$ cat src/include/maint_cmd_pkg.sv
// Package: constants, register map and carrier types of the maintenance command handler.
package maint_cmd_pkg;

  // Clock and timing.
  localparam int CLK_PERIOD_NS   = 10;         // 100 MHz system clock.
  localparam int MS_NS           = 1_000_000;  // One millisecond in ns.
  localparam int MS_CYCLES_DEF   = MS_NS / CLK_PERIOD_NS;
  localparam int SEC_MS          = 1000;       // Milliseconds per second.
  localparam int BIND_MS         = 2000;       // Receiver replug window in ms.
  localparam int AUTO_MIN_MS     = 1;          // Shortest replay interval in ms.
  localparam int AUTO_MAX_MS     = 32000;      // Longest replay interval in ms.
  localparam int HIST_DEPTH      = 16;         // Query history entries.

  // Fixed safety key 321654987 for keyed commands.
  localparam logic [31:0] SAFETY_KEY = 32'h132C_10CB;

  // Register byte offsets.
  localparam logic [7:0] CMD_OFS      = 8'h00;
  localparam logic [7:0] ARG_OFS      = 8'h04;
  localparam logic [7:0] STATUS_OFS   = 8'h08;
  localparam logic [7:0] SECONDS_OFS  = 8'h0C;
  localparam logic [7:0] INTERVAL_OFS = 8'h10;

  // Status field positions.
  localparam int ST_LOCKED   = 0;
  localparam int ST_AUTO     = 1;
  localparam int ST_DFU      = 2;
  localparam int ST_REJECT   = 3;
  localparam int ST_BIND     = 4;
  localparam int ST_CARD     = 5;
  localparam int ST_PLUS     = 6;
  localparam int ST_SUSPEND  = 7;
  localparam int ST_HCNT_LSB = 8;

  // Reset values.
  localparam logic [31:0] ARG_RST  = 32'h0000_0000;
  localparam logic [31:0] KEY_RST  = 32'h0000_0000;  // Zero means unlocked.
  localparam logic [31:0] SEC_RST  = 32'h0000_0000;

  // Bus response codes.
  localparam logic [1:0] RESP_OKAY   = 2'b00;
  localparam logic [1:0] RESP_DECERR = 2'b11;

  // Command opcodes written to the command register.
  typedef enum logic [3:0] {
    hist_next_cmd             = 4'b0001,
    hist_clear_cmd            = 4'b0010,
    hist_auto_cmd             = 4'b0011,
    bind_cmd                  = 4'b0100,
    firmware_update_entry_cmd = 4'b0101,
    load_stored_config_cmd    = 4'b0110,
    factory_restore_cmd       = 4'b0111,
    store_config_cmd          = 4'b1000,
    read_lock_cmd             = 4'b1001,
    read_unlock_cmd           = 4'b1010,
    restart_cmd               = 4'b1011,
    set_seconds_cmd           = 4'b1100,
    card_list_cmd             = 4'b1101,
    card_dump_cmd             = 4'b1110,
    card_delete_cmd           = 4'b1111
  } cmd_type;

  // Card operation codes.
  localparam logic [1:0] CARD_LIST = 2'b01;
  localparam logic [1:0] CARD_DUMP = 2'b10;
  localparam logic [1:0] CARD_DEL  = 2'b11;

  // Requests to the configuration storage engine.
  typedef struct packed {
    logic load;   // Stored copy into working memory.
    logic store;  // Working memory into stored copy.
    logic dflt;   // Factory values into both.
  } cfg_req_type;

  // Request to the card file engine.
  typedef struct packed {
    logic [1:0]  op;    // List, dump or delete.
    logic [31:0] name;  // File handle taken from the argument.
  } card_req_type;

endpackage
$ cat src/core/maint_cmd_handler.sv
// Maintenance command handler: AXI4-Lite command registers, history replay, lock, storage and card control.
//
// Added by the designer: the register addresses and register access over AXI4-Lite.
`timescale 1ns/10ps
module maint_cmd_handler
  import maint_cmd_pkg::*;
#(
  parameter int MS_CYCLES = MS_CYCLES_DEF  // Clock cycles per millisecond.
) (
  input  wire logic         aclk,
  input  wire logic         aresetn,
  input  wire logic [7:0]   awaddr,
  input  wire logic         awvalid,
  output logic              awready,
  input  wire logic [31:0]  wdata,
  input  wire logic [3:0]   wstrb,
  input  wire logic         wvalid,
  output logic              wready,
  output logic [1:0]        bresp,
  output logic              bvalid,
  input  wire logic         bready,
  input  wire logic [7:0]   araddr,
  input  wire logic         arvalid,
  output logic              arready,
  output logic [31:0]       rdata,
  output logic [1:0]        rresp,
  output logic              rvalid,
  input  wire logic         rready,
  input  wire logic         query_done,
  input  wire logic [7:0]   query_code,
  output logic              replay_valid,
  output logic [7:0]        replay_code,
  output cfg_req_type       cfg_req,
  input  wire logic         store_busy,
  output logic              loop_suspend,
  input  wire logic         cfg_read_req,
  output logic              cfg_read_ok,
  output logic              cfg_read_minus,
  output logic              restart,
  output logic              link_mute,
  output logic              bind_active,
  output logic              bind_plus,
  output logic              card_valid,
  output card_req_type      card_req,
  input  wire logic         card_done,
  input  wire logic         card_ok
);

  ////////////////////////////////////////////////////////////////////////////
  // Elaboration checks.

  // The millisecond prescaler needs at least one cycle per tick.
  if (MS_CYCLES < 1) begin : g_bad_ms
    $error("MS_CYCLES must be at least 1");
  end

  ////////////////////////////////////////////////////////////////////////////
  // Functions.

  // Merges new bytes into an old word under the bus byte strobes.
  function automatic logic [31:0] merge_bytes(input logic [31:0] old_w,
                                              input logic [31:0] new_w,
                                              input logic [3:0]  strb);
    logic [31:0] res;
    res = old_w;
    for (int i = 0; i < 4; i++) begin
      if (strb[i]) begin
        res[8*i +: 8] = new_w[8*i +: 8];
      end
    end
    return res;
  endfunction

  // True when an offset names a register of this block.
  function automatic logic is_mapped(input logic [7:0] ofs);
    return (ofs == CMD_OFS) || (ofs == ARG_OFS) || (ofs == STATUS_OFS) ||
           (ofs == SECONDS_OFS) || (ofs == INTERVAL_OFS);
  endfunction

  ////////////////////////////////////////////////////////////////////////////
  // State.

  logic [7:0]  awaddr_q;        // Captured write address.
  logic [31:0] wdata_q;         // Captured write data.
  logic [3:0]  wstrb_q;         // Captured write strobes.
  logic [31:0] arg_q;           // Command argument or key.
  logic [3:0]  last_op_q;       // Last opcode written, read back.
  logic [31:0] key_q;           // Secret key; zero while unlocked.
  logic        locked_q;        // Configuration reads blocked.
  logic        dfu_q;           // Update entry taken; link silenced.
  logic        reject_q;        // Last command written was refused.
  logic        boot_q;          // Power-on reload still to be issued.
  logic [7:0]  hist_q [HIST_DEPTH];  // Query history ring.
  logic [3:0]  hist_wr_q;       // Next history write slot.
  logic [4:0]  hist_cnt_q;      // Entries held, up to sixteen.
  logic [3:0]  hist_rd_q;       // Replay offset from the oldest entry.
  logic        auto_q;          // Automatic replay running.
  logic [14:0] interval_q;      // Replay interval in ms.
  logic [14:0] auto_ms_q;       // Milliseconds since last replay.
  logic [31:0] ms_cnt_q;        // Millisecond prescaler.
  logic [9:0]  sec_ms_q;        // Milliseconds within the second.
  logic [31:0] seconds_q;       // Seconds since the reference date.
  logic [11:0] bind_ms_q;       // Time left in the replug window.
  logic        card_busy_q;     // Card operation outstanding.
  logic        plus_q;          // Last card delete succeeded.

  ////////////////////////////////////////////////////////////////////////////
  // Decode.

  // A command executes when both halves of a write to the command register meet.
  wire         wr_commit  = !awready && !wready && !bvalid;
  wire         wr_mapped  = is_mapped(awaddr_q);
  wire         cmd_write  = wr_commit && (awaddr_q == CMD_OFS);
  wire         arg_write  = wr_commit && (awaddr_q == ARG_OFS);
  wire cmd_type op        = cmd_type'(wdata_q[3:0]);
  // No command from the link is obeyed once update entry was taken.
  wire         cmd_fire   = cmd_write && !dfu_q;
  wire         key_ok     = (arg_q == SAFETY_KEY);
  wire         ms_tick    = (ms_cnt_q == 32'(MS_CYCLES - 1));
  wire         sec_tick   = ms_tick && (sec_ms_q == 10'(SEC_MS - 1));
  wire         interval_ok = (arg_q >= 32'(AUTO_MIN_MS)) && (arg_q <= 32'(AUTO_MAX_MS));
  wire         auto_due   = auto_q && ms_tick && (auto_ms_q + 15'd1 >= interval_q);
  wire         fire_next  = cmd_fire && (op == hist_next_cmd);
  wire         do_replay  = (fire_next || auto_due) && (hist_cnt_q != 5'd0);
  wire [3:0]   hist_old   = hist_wr_q - hist_cnt_q[3:0];
  wire [3:0]   rd_slot    = hist_old + hist_rd_q;
  wire         keyed_cmd  = (op == factory_restore_cmd) || (op == restart_cmd) ||
                            (op == firmware_update_entry_cmd);
  wire         lock_ok    = !locked_q && (arg_q != KEY_RST);
  wire         unlock_ok  = locked_q && (arg_q == key_q);
  wire         refuse     = cmd_fire && ((keyed_cmd && !key_ok) ||
                            ((op == read_lock_cmd) && !lock_ok) ||
                            ((op == read_unlock_cmd) && !unlock_ok) ||
                            ((op == hist_auto_cmd) && !interval_ok));
  wire         ok_fire    = cmd_fire && !refuse;
  wire [31:0]  status_w   = {19'h0_0000, hist_cnt_q, loop_suspend, plus_q, card_busy_q,
                             bind_active, reject_q, dfu_q, auto_q, locked_q};
  wire [31:0]  rd_mux     = (araddr == CMD_OFS)      ? {28'h000_0000, last_op_q} :
                            (araddr == ARG_OFS)      ? arg_q :
                            (araddr == STATUS_OFS)   ? status_w :
                            (araddr == SECONDS_OFS)  ? seconds_q :
                            (araddr == INTERVAL_OFS) ? {17'h0_0000, interval_q} : 32'h0000_0000;

  ////////////////////////////////////////////////////////////////////////////
  // AXI4-Lite write channel: address and data are taken in either order.

  always_ff @(posedge aclk) begin
    if (!aresetn) begin
      awready  <= 1'b1;
      wready   <= 1'b1;
      bvalid   <= 1'b0;
      bresp    <= RESP_OKAY;
      awaddr_q <= 8'h00;
      wdata_q  <= 32'h0000_0000;
      wstrb_q  <= 4'h0;
    end else begin
      if (awvalid && awready) begin
        awaddr_q <= awaddr;
        awready  <= 1'b0;
      end
      if (wvalid && wready) begin
        wdata_q <= wdata;
        wstrb_q <= wstrb;
        wready  <= 1'b0;
      end
      // Unmapped offsets get a decode error; the write is dropped.
      if (wr_commit) begin
        bvalid <= 1'b1;
        bresp  <= wr_mapped ? RESP_OKAY : RESP_DECERR;
      end
      if (bvalid && bready) begin
        bvalid  <= 1'b0;
        awready <= 1'b1;
        wready  <= 1'b1;
      end
    end
  end

  // Read channel: one cycle from address to data.
  always_ff @(posedge aclk) begin
    if (!aresetn) begin
      arready <= 1'b1;
      rvalid  <= 1'b0;
      rdata   <= 32'h0000_0000;
      rresp   <= RESP_OKAY;
    end else if (arvalid && arready) begin
      arready <= 1'b0;
      rvalid  <= 1'b1;
      rdata   <= rd_mux;
      rresp   <= is_mapped(araddr) ? RESP_OKAY : RESP_DECERR;
    end else if (rvalid && rready) begin
      rvalid  <= 1'b0;
      arready <= 1'b1;
    end
  end

  ////////////////////////////////////////////////////////////////////////////
  // Argument, lock, update entry and keyed commands.

  // Only opcodes that pass their checks change state; a refused one only sets the reject flag and the last opcode.
  always_ff @(posedge aclk) begin
    if (!aresetn) begin
      arg_q     <= ARG_RST;
      last_op_q <= 4'h0;
      key_q     <= KEY_RST;
      locked_q  <= 1'b0;
      dfu_q     <= 1'b0;
      reject_q  <= 1'b0;
      restart   <= 1'b0;
      link_mute <= 1'b0;
    end else begin
      restart   <= 1'b0;
      link_mute <= dfu_q;
      if (arg_write) begin
        arg_q <= merge_bytes(arg_q, wdata_q, wstrb_q);
      end
      if (cmd_fire) begin
        last_op_q <= op;
        reject_q  <= refuse;
      end
      if (ok_fire) begin
        unique case (op)
          read_lock_cmd: begin
            key_q    <= arg_q;
            locked_q <= 1'b1;
          end
          read_unlock_cmd: begin
            key_q    <= KEY_RST;
            locked_q <= 1'b0;
          end
          firmware_update_entry_cmd: dfu_q <= 1'b1;
          restart_cmd: restart <= 1'b1;
          default: ;
        endcase
      end
    end
  end

  ////////////////////////////////////////////////////////////////////////////
  // Configuration storage requests and read gating.

  // The reload after reset stands in for power-on; the stored copy wins over unsaved edits.
  always_ff @(posedge aclk) begin
    if (!aresetn) begin
      boot_q         <= 1'b1;
      cfg_req        <= '0;
      loop_suspend   <= 1'b0;
      cfg_read_ok    <= 1'b0;
      cfg_read_minus <= 1'b0;
    end else begin
      boot_q        <= 1'b0;
      cfg_req.load  <= boot_q || (ok_fire && (op == load_stored_config_cmd));
      // Storing stays allowed while locked.
      cfg_req.store <= ok_fire && (op == store_config_cmd);
      cfg_req.dflt  <= ok_fire && (op == factory_restore_cmd);
      // The loop pauses the cycle after the request, then follows the engine's busy one cycle late.
      loop_suspend  <= store_busy || (ok_fire && (op == store_config_cmd));
      cfg_read_ok    <= cfg_read_req && !locked_q;
      cfg_read_minus <= cfg_read_req && locked_q;
    end
  end

  ////////////////////////////////////////////////////////////////////////////
  // Query history ring and replay.

  // The ring is kept without reset; the count says which slots hold data.
  always_ff @(posedge aclk) begin
    if (query_done) begin
      hist_q[hist_wr_q] <= query_code;
    end
  end

  // A full ring overwrites its oldest slot, which drops that entry.
  always_ff @(posedge aclk) begin
    if (!aresetn) begin
      hist_wr_q    <= 4'h0;
      hist_cnt_q   <= 5'd0;
      hist_rd_q    <= 4'h0;
      auto_q       <= 1'b0;
      interval_q   <= 15'd0;
      auto_ms_q    <= 15'd0;
      replay_valid <= 1'b0;
      replay_code  <= 8'h00;
    end else begin
      replay_valid <= do_replay;
      if (do_replay) begin
        replay_code <= hist_q[rd_slot];
        hist_rd_q   <= (5'(hist_rd_q) + 5'd1 >= hist_cnt_q) ? 4'h0 : hist_rd_q + 4'h1;
      end
      if (query_done) begin
        hist_wr_q <= hist_wr_q + 4'h1;
        if (hist_cnt_q != 5'(HIST_DEPTH)) begin
          hist_cnt_q <= hist_cnt_q + 5'd1;
        end
      end
      if (auto_q && ms_tick) begin
        auto_ms_q <= auto_due ? 15'd0 : auto_ms_q + 15'd1;
      end
      // A bare advance or a clear ends automatic sending.
      if (ok_fire && ((op == hist_next_cmd) || (op == hist_clear_cmd))) begin
        auto_q <= 1'b0;
      end
      if (ok_fire && (op == hist_clear_cmd)) begin
        hist_cnt_q <= 5'd0;
        hist_rd_q  <= 4'h0;
      end
      if (ok_fire && (op == hist_auto_cmd)) begin
        auto_q     <= 1'b1;
        interval_q <= arg_q[14:0];
        auto_ms_q  <= 15'd0;
      end
    end
  end

  ////////////////////////////////////////////////////////////////////////////
  // Time base, seconds counter and bind window.

  // The millisecond tick also drives the bind window and the replay timer.
  always_ff @(posedge aclk) begin
    if (!aresetn) begin
      ms_cnt_q    <= 32'h0000_0000;
      sec_ms_q    <= 10'd0;
      seconds_q   <= SEC_RST;
      bind_ms_q   <= 12'd0;
      bind_active <= 1'b0;
      bind_plus   <= 1'b0;
    end else begin
      ms_cnt_q  <= ms_tick ? 32'h0000_0000 : ms_cnt_q + 32'h0000_0001;
      bind_plus <= 1'b0;
      if (ms_tick) begin
        sec_ms_q <= sec_tick ? 10'd0 : sec_ms_q + 10'd1;
      end
      if (ok_fire && (op == set_seconds_cmd)) begin
        seconds_q <= arg_q;
        sec_ms_q  <= 10'd0;
      end else if (sec_tick) begin
        seconds_q <= seconds_q + 32'h0000_0001;
      end
      // The receiver power line is held in bind mode for the replug window.
      if (ok_fire && (op == bind_cmd)) begin
        bind_active <= 1'b1;
        bind_ms_q   <= 12'(BIND_MS - 1);
      end else if (bind_active && ms_tick) begin
        if (bind_ms_q == 12'd0) begin
          bind_active <= 1'b0;
          bind_plus   <= 1'b1;
        end else begin
          bind_ms_q <= bind_ms_q - 12'd1;
        end
      end
    end
  end

  ////////////////////////////////////////////////////////////////////////////
  // Card requests.

  // A new card command while one is outstanding is dropped, not queued.
  always_ff @(posedge aclk) begin
    if (!aresetn) begin
      card_valid  <= 1'b0;
      card_req    <= '0;
      card_busy_q <= 1'b0;
      plus_q      <= 1'b0;
    end else begin
      card_valid <= 1'b0;
      if (ok_fire && !card_busy_q && (op == card_list_cmd || op == card_dump_cmd || op == card_delete_cmd)) begin
        card_valid    <= 1'b1;
        card_busy_q   <= 1'b1;
        card_req.name <= arg_q;
        card_req.op   <= (op == card_list_cmd) ? CARD_LIST :
                         (op == card_dump_cmd) ? CARD_DUMP : CARD_DEL;
        plus_q        <= 1'b0;
      end else if (card_done && card_busy_q) begin
        card_busy_q <= 1'b0;
        plus_q      <= card_ok && (card_req.op == CARD_DEL);
      end
    end
  end
endmodule

$ cat config.mk
export PLATFORM = sky130hd
export DESIGN_NAME = maint_cmd_handler
export DESIGN_NICKNAME = d
export VERILOG_FILES = /design/src/include/maint_cmd_pkg.sv /design/src/core/maint_cmd_handler.sv
export SDC_FILE = /design/constraint.sdc
export NUM_CORES = 1
export LEC_CHECK = 0
export BUFFER_PORTS_ARGS = -buffer_cell sky130_fd_sc_hd__buf_2
export CAP_MARGIN = 10
export CELL_PAD_IN_SITES_DETAIL_PLACEMENT = 2
export CELL_PAD_IN_SITES_GLOBAL_PLACEMENT = 2
export CORE_MARGIN = 2
export CORE_UTILIZATION = 39
export CTS_CLUSTER_DIAMETER = 50
export CTS_CLUSTER_SIZE = 10
export DETAILED_ROUTE_END_ITERATION = 7
export PLACE_DENSITY_LB_ADDON = 0.1
export SYNTH_ARGS = -nofsm -noshare
export SYNTH_HDL_FRONTEND = slang
export SYNTH_SLANG_ARGS = --single-unit
$ cat constraint.sdc
create_clock -name aclk -period 4.1 [get_ports aclk]
set_input_delay 0.615 -clock aclk [delete_from_list [all_inputs] [get_ports aclk]]
set_output_delay 0.615 -clock aclk [all_outputs]
set_load 0.01 [all_outputs]
==> results.toml <==
[layout]
instances_no_fill = 2891
drive_gt1_frac = 0.188
filler_cell_count = 5411
finish.net_count = 2278
multi_input_area_um2 = 8970
postLayoutCellArea_um2 = 24100
syn2layout_area_growth_pct = 18.1
finish.utilization = 0.467
register_area_um2 = 10700

[synth]
ys.warnings.count = 0
yosysTopAreaCellShare = 0.335
synth.cell_area_um2 = 20400
synth.yosys.seq_area_share = 0.524
synth_top_cells_by_area = "sky130_fd_sc_hd__dfxtp_1 34%, sky130_fd_sc_hd__edfxtp_1 19%, sky130_fd_sc_hd__a21oi_1 4.5%"
ys.flop_type = "sky130_fd_sc_hd__dfxtp_1"
syn-num-nets = 2120
yosysMostFrequentCell = "sky130_fd_sc_hd__dfxtp_1"
post_synth_top_area_cell = "sky130_fd_sc_hd__dfxtp_1"
ys_top_cells_by_count = "341 x sky130_fd_sc_hd__dfxtp_1, 233 x sky130_fd_sc_hd__nand2_1, 182 x sky130_fd_sc_hd__a21oi_1"
synthArstFlopShare = 0
synth.lib_cells_used.distinct = 66
number_of_enable_type_register_cells_in_the_synthesized_netlist = 128
yosys_register_bits = 469
syn_area_per_cell_um2 = 10.1
netlist_instances = 2009

[clock_tree]
insertion_delay_ps = 650
clock-sinks = 469
numCtsBuffers = 61
postCtsHoldBufs = 0
post_cts_resize_count = 0
clock_tree_buffer_depth = 3
post-cts-setup-buffers = 0
tritoncts_clock_tree = "done"
htree_num_levels = 2
cts_root_buf = "sky130_fd_sc_hd__clkbuf_16"
clkSlewWorstSetupHoldPaths_ps = 60

[worst_hold_path]
hp-start = "card_done"
holdCritPathClass = "input port to flip-flop"
timing.hold.worst_path_depth = 2

[pwr]
power_mw = 11.0
irDropWorstVdd_mv = 0.347
leakagePower_nw = 9.10
power-per-cell-area_nw_per_um2 = 456

[timing]
finalSetupViolCount = 0
timing.max_slew.rel_slack = 0.402
rsz0062_at_grt = "false"
post-route-min-period_ps = 3710
worst_clock_skew_on_the_final_layout_ps = 32.8
drv_slew = 0
hold_viol_final = 0
timing.fmax_mhz = 269
totalNegativeSetupSlack_ps = 0
final.period_utilization = 0.906
slew_of_the_pin_with_the_lowest_slew_margin_ps = 889

[routing]
routed-via-count = 16200
drt_drc_violations_left = 0
drt_iter0_drc = 975
route.final.wire_length_mm = 68.0
postRouteAntennaNets = 0
via_per_inst = 5.59
drtPass1Iterations = 5
wl_per_cell_um = 23.5

[setup_path]
rrSetupSlack_ps = 390
required_ps = 4600
path_max_fanout = 34
worstSetupStartpointType = "flip-flop"
critPathKind = "flip-flop to flip-flop"
cp_slowest_stage_delay_ps = 1050
crit-reg2reg-launch = "arg_q[26]$_SDFFE_PN0P_"
critical_path.cell_chain = "or4_1, nor4_2, a31oi_1, a211o_1, or4_2, buf_12, nor2_1, a211oi_2"
worst_setup_path_endpoint = "seconds_q[23]$_SDFFE_PN0P_"
worst_r2r_path_depth = 8
slowest_cp_cell = "sky130_fd_sc_hd__or4_2"
arrival_ps = 4210
crit_path_end_kind = "flip-flop"
worstReg2RegEnd = "seconds_q[23]$_SDFFE_PN0P_"
worstSetupStartpoint = "arg_q[26]$_SDFFE_PN0P_"

[global_route]
antenna_found_initial = 4
grt_max_degree = 53
globalRouteMet1Util = 0.346
globalRoute.busiestLayer = "met2"
global_route.usage.met3 = 0.0363
gr-usage-all-layers = 0.253
global_route_wire_length_before_repair_mm = 105
grt_use_met2 = 0.417
number_of_global_route_vias_before_repair = 17600
grt_overflow = 0

[die]
ios = 167
initial_core_utilization = 0.395
die_span_x_um = 232
rows = 83
floorplan.die_area_um2 = 54100
chip_height_um = 232
core_region_area_um2 = 51500

[placed_design]
port-buffer-count = 166
dpl_cell_area_um2 = 22000
dp_hpwl_mm = 47.6
number_of_placed_cells_counting_well_taps = 2782
routabilityCongestion = 0.804

[outcome]
outcome = "finished clean"

[run]
drv_cap = 0
-- cells by family after synthesis --
group,count (synthesis),share of synthesized area
AO/OA/AOI/OAI,395,0.132
AND/OR/NAND/NOR,709,0.167
buffers and inverters,190,0.0382
adder cells (fa/ha/maj),39,0.0251
multiplexers,67,0.0528
flip-flops,469,0.524
XOR/XNOR,140,0.0602
-- worst max-delay path: cells and delay by family (launching register included) --
kind | cells | cell delay [ps]
buffers and inverters | 1 | 330
flip-flops | 1 | 300
AO/OA/AOI/OAI | 3 | 610
AND/OR/NAND/NOR | 4 | 2300
-- how the worst min path moves through the flow --
| stage | end |
|---|---|
| floorplan | cfg_req[2]$_SDFF_PN0_ |
| global placement | ms_cnt_q[0]$_SDFF_PP0_ |
| detailed placement | ms_cnt_q[0]$_SDFF_PP0_ |
| CTS | card_busy_q$_SDFFE_PN0P_ |
| global route | wready$_SDFFE_PP1P_ |
| finish | card_busy_q$_SDFFE_PN0P_ |
-- metal layers --
metal  up-vias  share of wire
met4         0          0.021
met3        95          0.046
li1       7496              -
met1      8215           0.46
met5         -              0
met2       356           0.47
-- layout make-up --
| cell class | count | share of cell area |
|---|---|---|
| diodes | 1 | 0.000104 |
| clock buffers | 87 | 0.0713 |
| clock inverters | 19 | 0.00983 |
| inverters | 49 | 0.00785 |
| multi-input cells | 1350 | 0.373 |
| flip-flops and latches | 469 | 0.444 |
| well taps | 680 | 0.0354 |
| repair buffers | 236 | 0.0591 |
-- layout by cell type, fill, tap and decap left out, types with 18 or more instances in the layout --
master / n
sky130_fd_sc_hd__clkbuf_16: 62
sky130_fd_sc_hd__xor2_1: 75
sky130_fd_sc_hd__inv_1: 48
sky130_fd_sc_hd__o21ai_0: 39
sky130_fd_sc_hd__nand2_1: 232
sky130_fd_sc_hd__ha_1: 35
sky130_fd_sc_hd__buf_4: 66
sky130_fd_sc_hd__and2_1: 28
sky130_fd_sc_hd__dfxtp_1: 341
sky130_fd_sc_hd__nand3_1: 94
sky130_fd_sc_hd__nor2b_1: 18
sky130_fd_sc_hd__edfxtp_1: 128
sky130_fd_sc_hd__a22o_1: 65
sky130_fd_sc_hd__nand4_1: 44
sky130_fd_sc_hd__nor3_1: 39
sky130_fd_sc_hd__a21oi_1: 182
sky130_fd_sc_hd__buf_2: 166
sky130_fd_sc_hd__mux2i_1: 31
sky130_fd_sc_hd__a211oi_2: 31
sky130_fd_sc_hd__clkbuf_1: 18
sky130_fd_sc_hd__and3_1: 26
sky130_fd_sc_hd__mux4_2: 32
sky130_fd_sc_hd__xnor2_1: 64
sky130_fd_sc_hd__nor4_1: 22
sky130_fd_sc_hd__nor2_1: 148
-- per-stage QoR --
| stage | setup slack, ps | hold slack (ps) |
|---|---|---|
| detailed placement | 452 | 447 |
| global route | 123 | 196 |
| global placement | 543 | 438 |
| floorplan | 945 | 416 |
| finish | 386 | 186 |
| CTS | 443 | 158 |
-- registers in the layout, indices dropped and copies added, names as in the netlist, 5 cells and up --
register and count:
sec_ms_q 10, bind_ms_q 12, key_q 32, wdata_q 32, seconds_q 32, card_req 34, rdata 32, hist_q 128
ms_cnt_q 32, arg_q 32, interval_q 15, replay_code 8, auto_ms_q 15, hist_cnt_q 5, awaddr_q 8
-- report_power, final --
part,switching [mW],leakage [nW],internal [mW]
registers,0.0549,3.92,4.82
clock network,2.10,0.946,3.09
logic,0.538,4.24,0.363
total,2.69,9.10,8.28
Note: power is estimated with default switching activity, not from simulation.
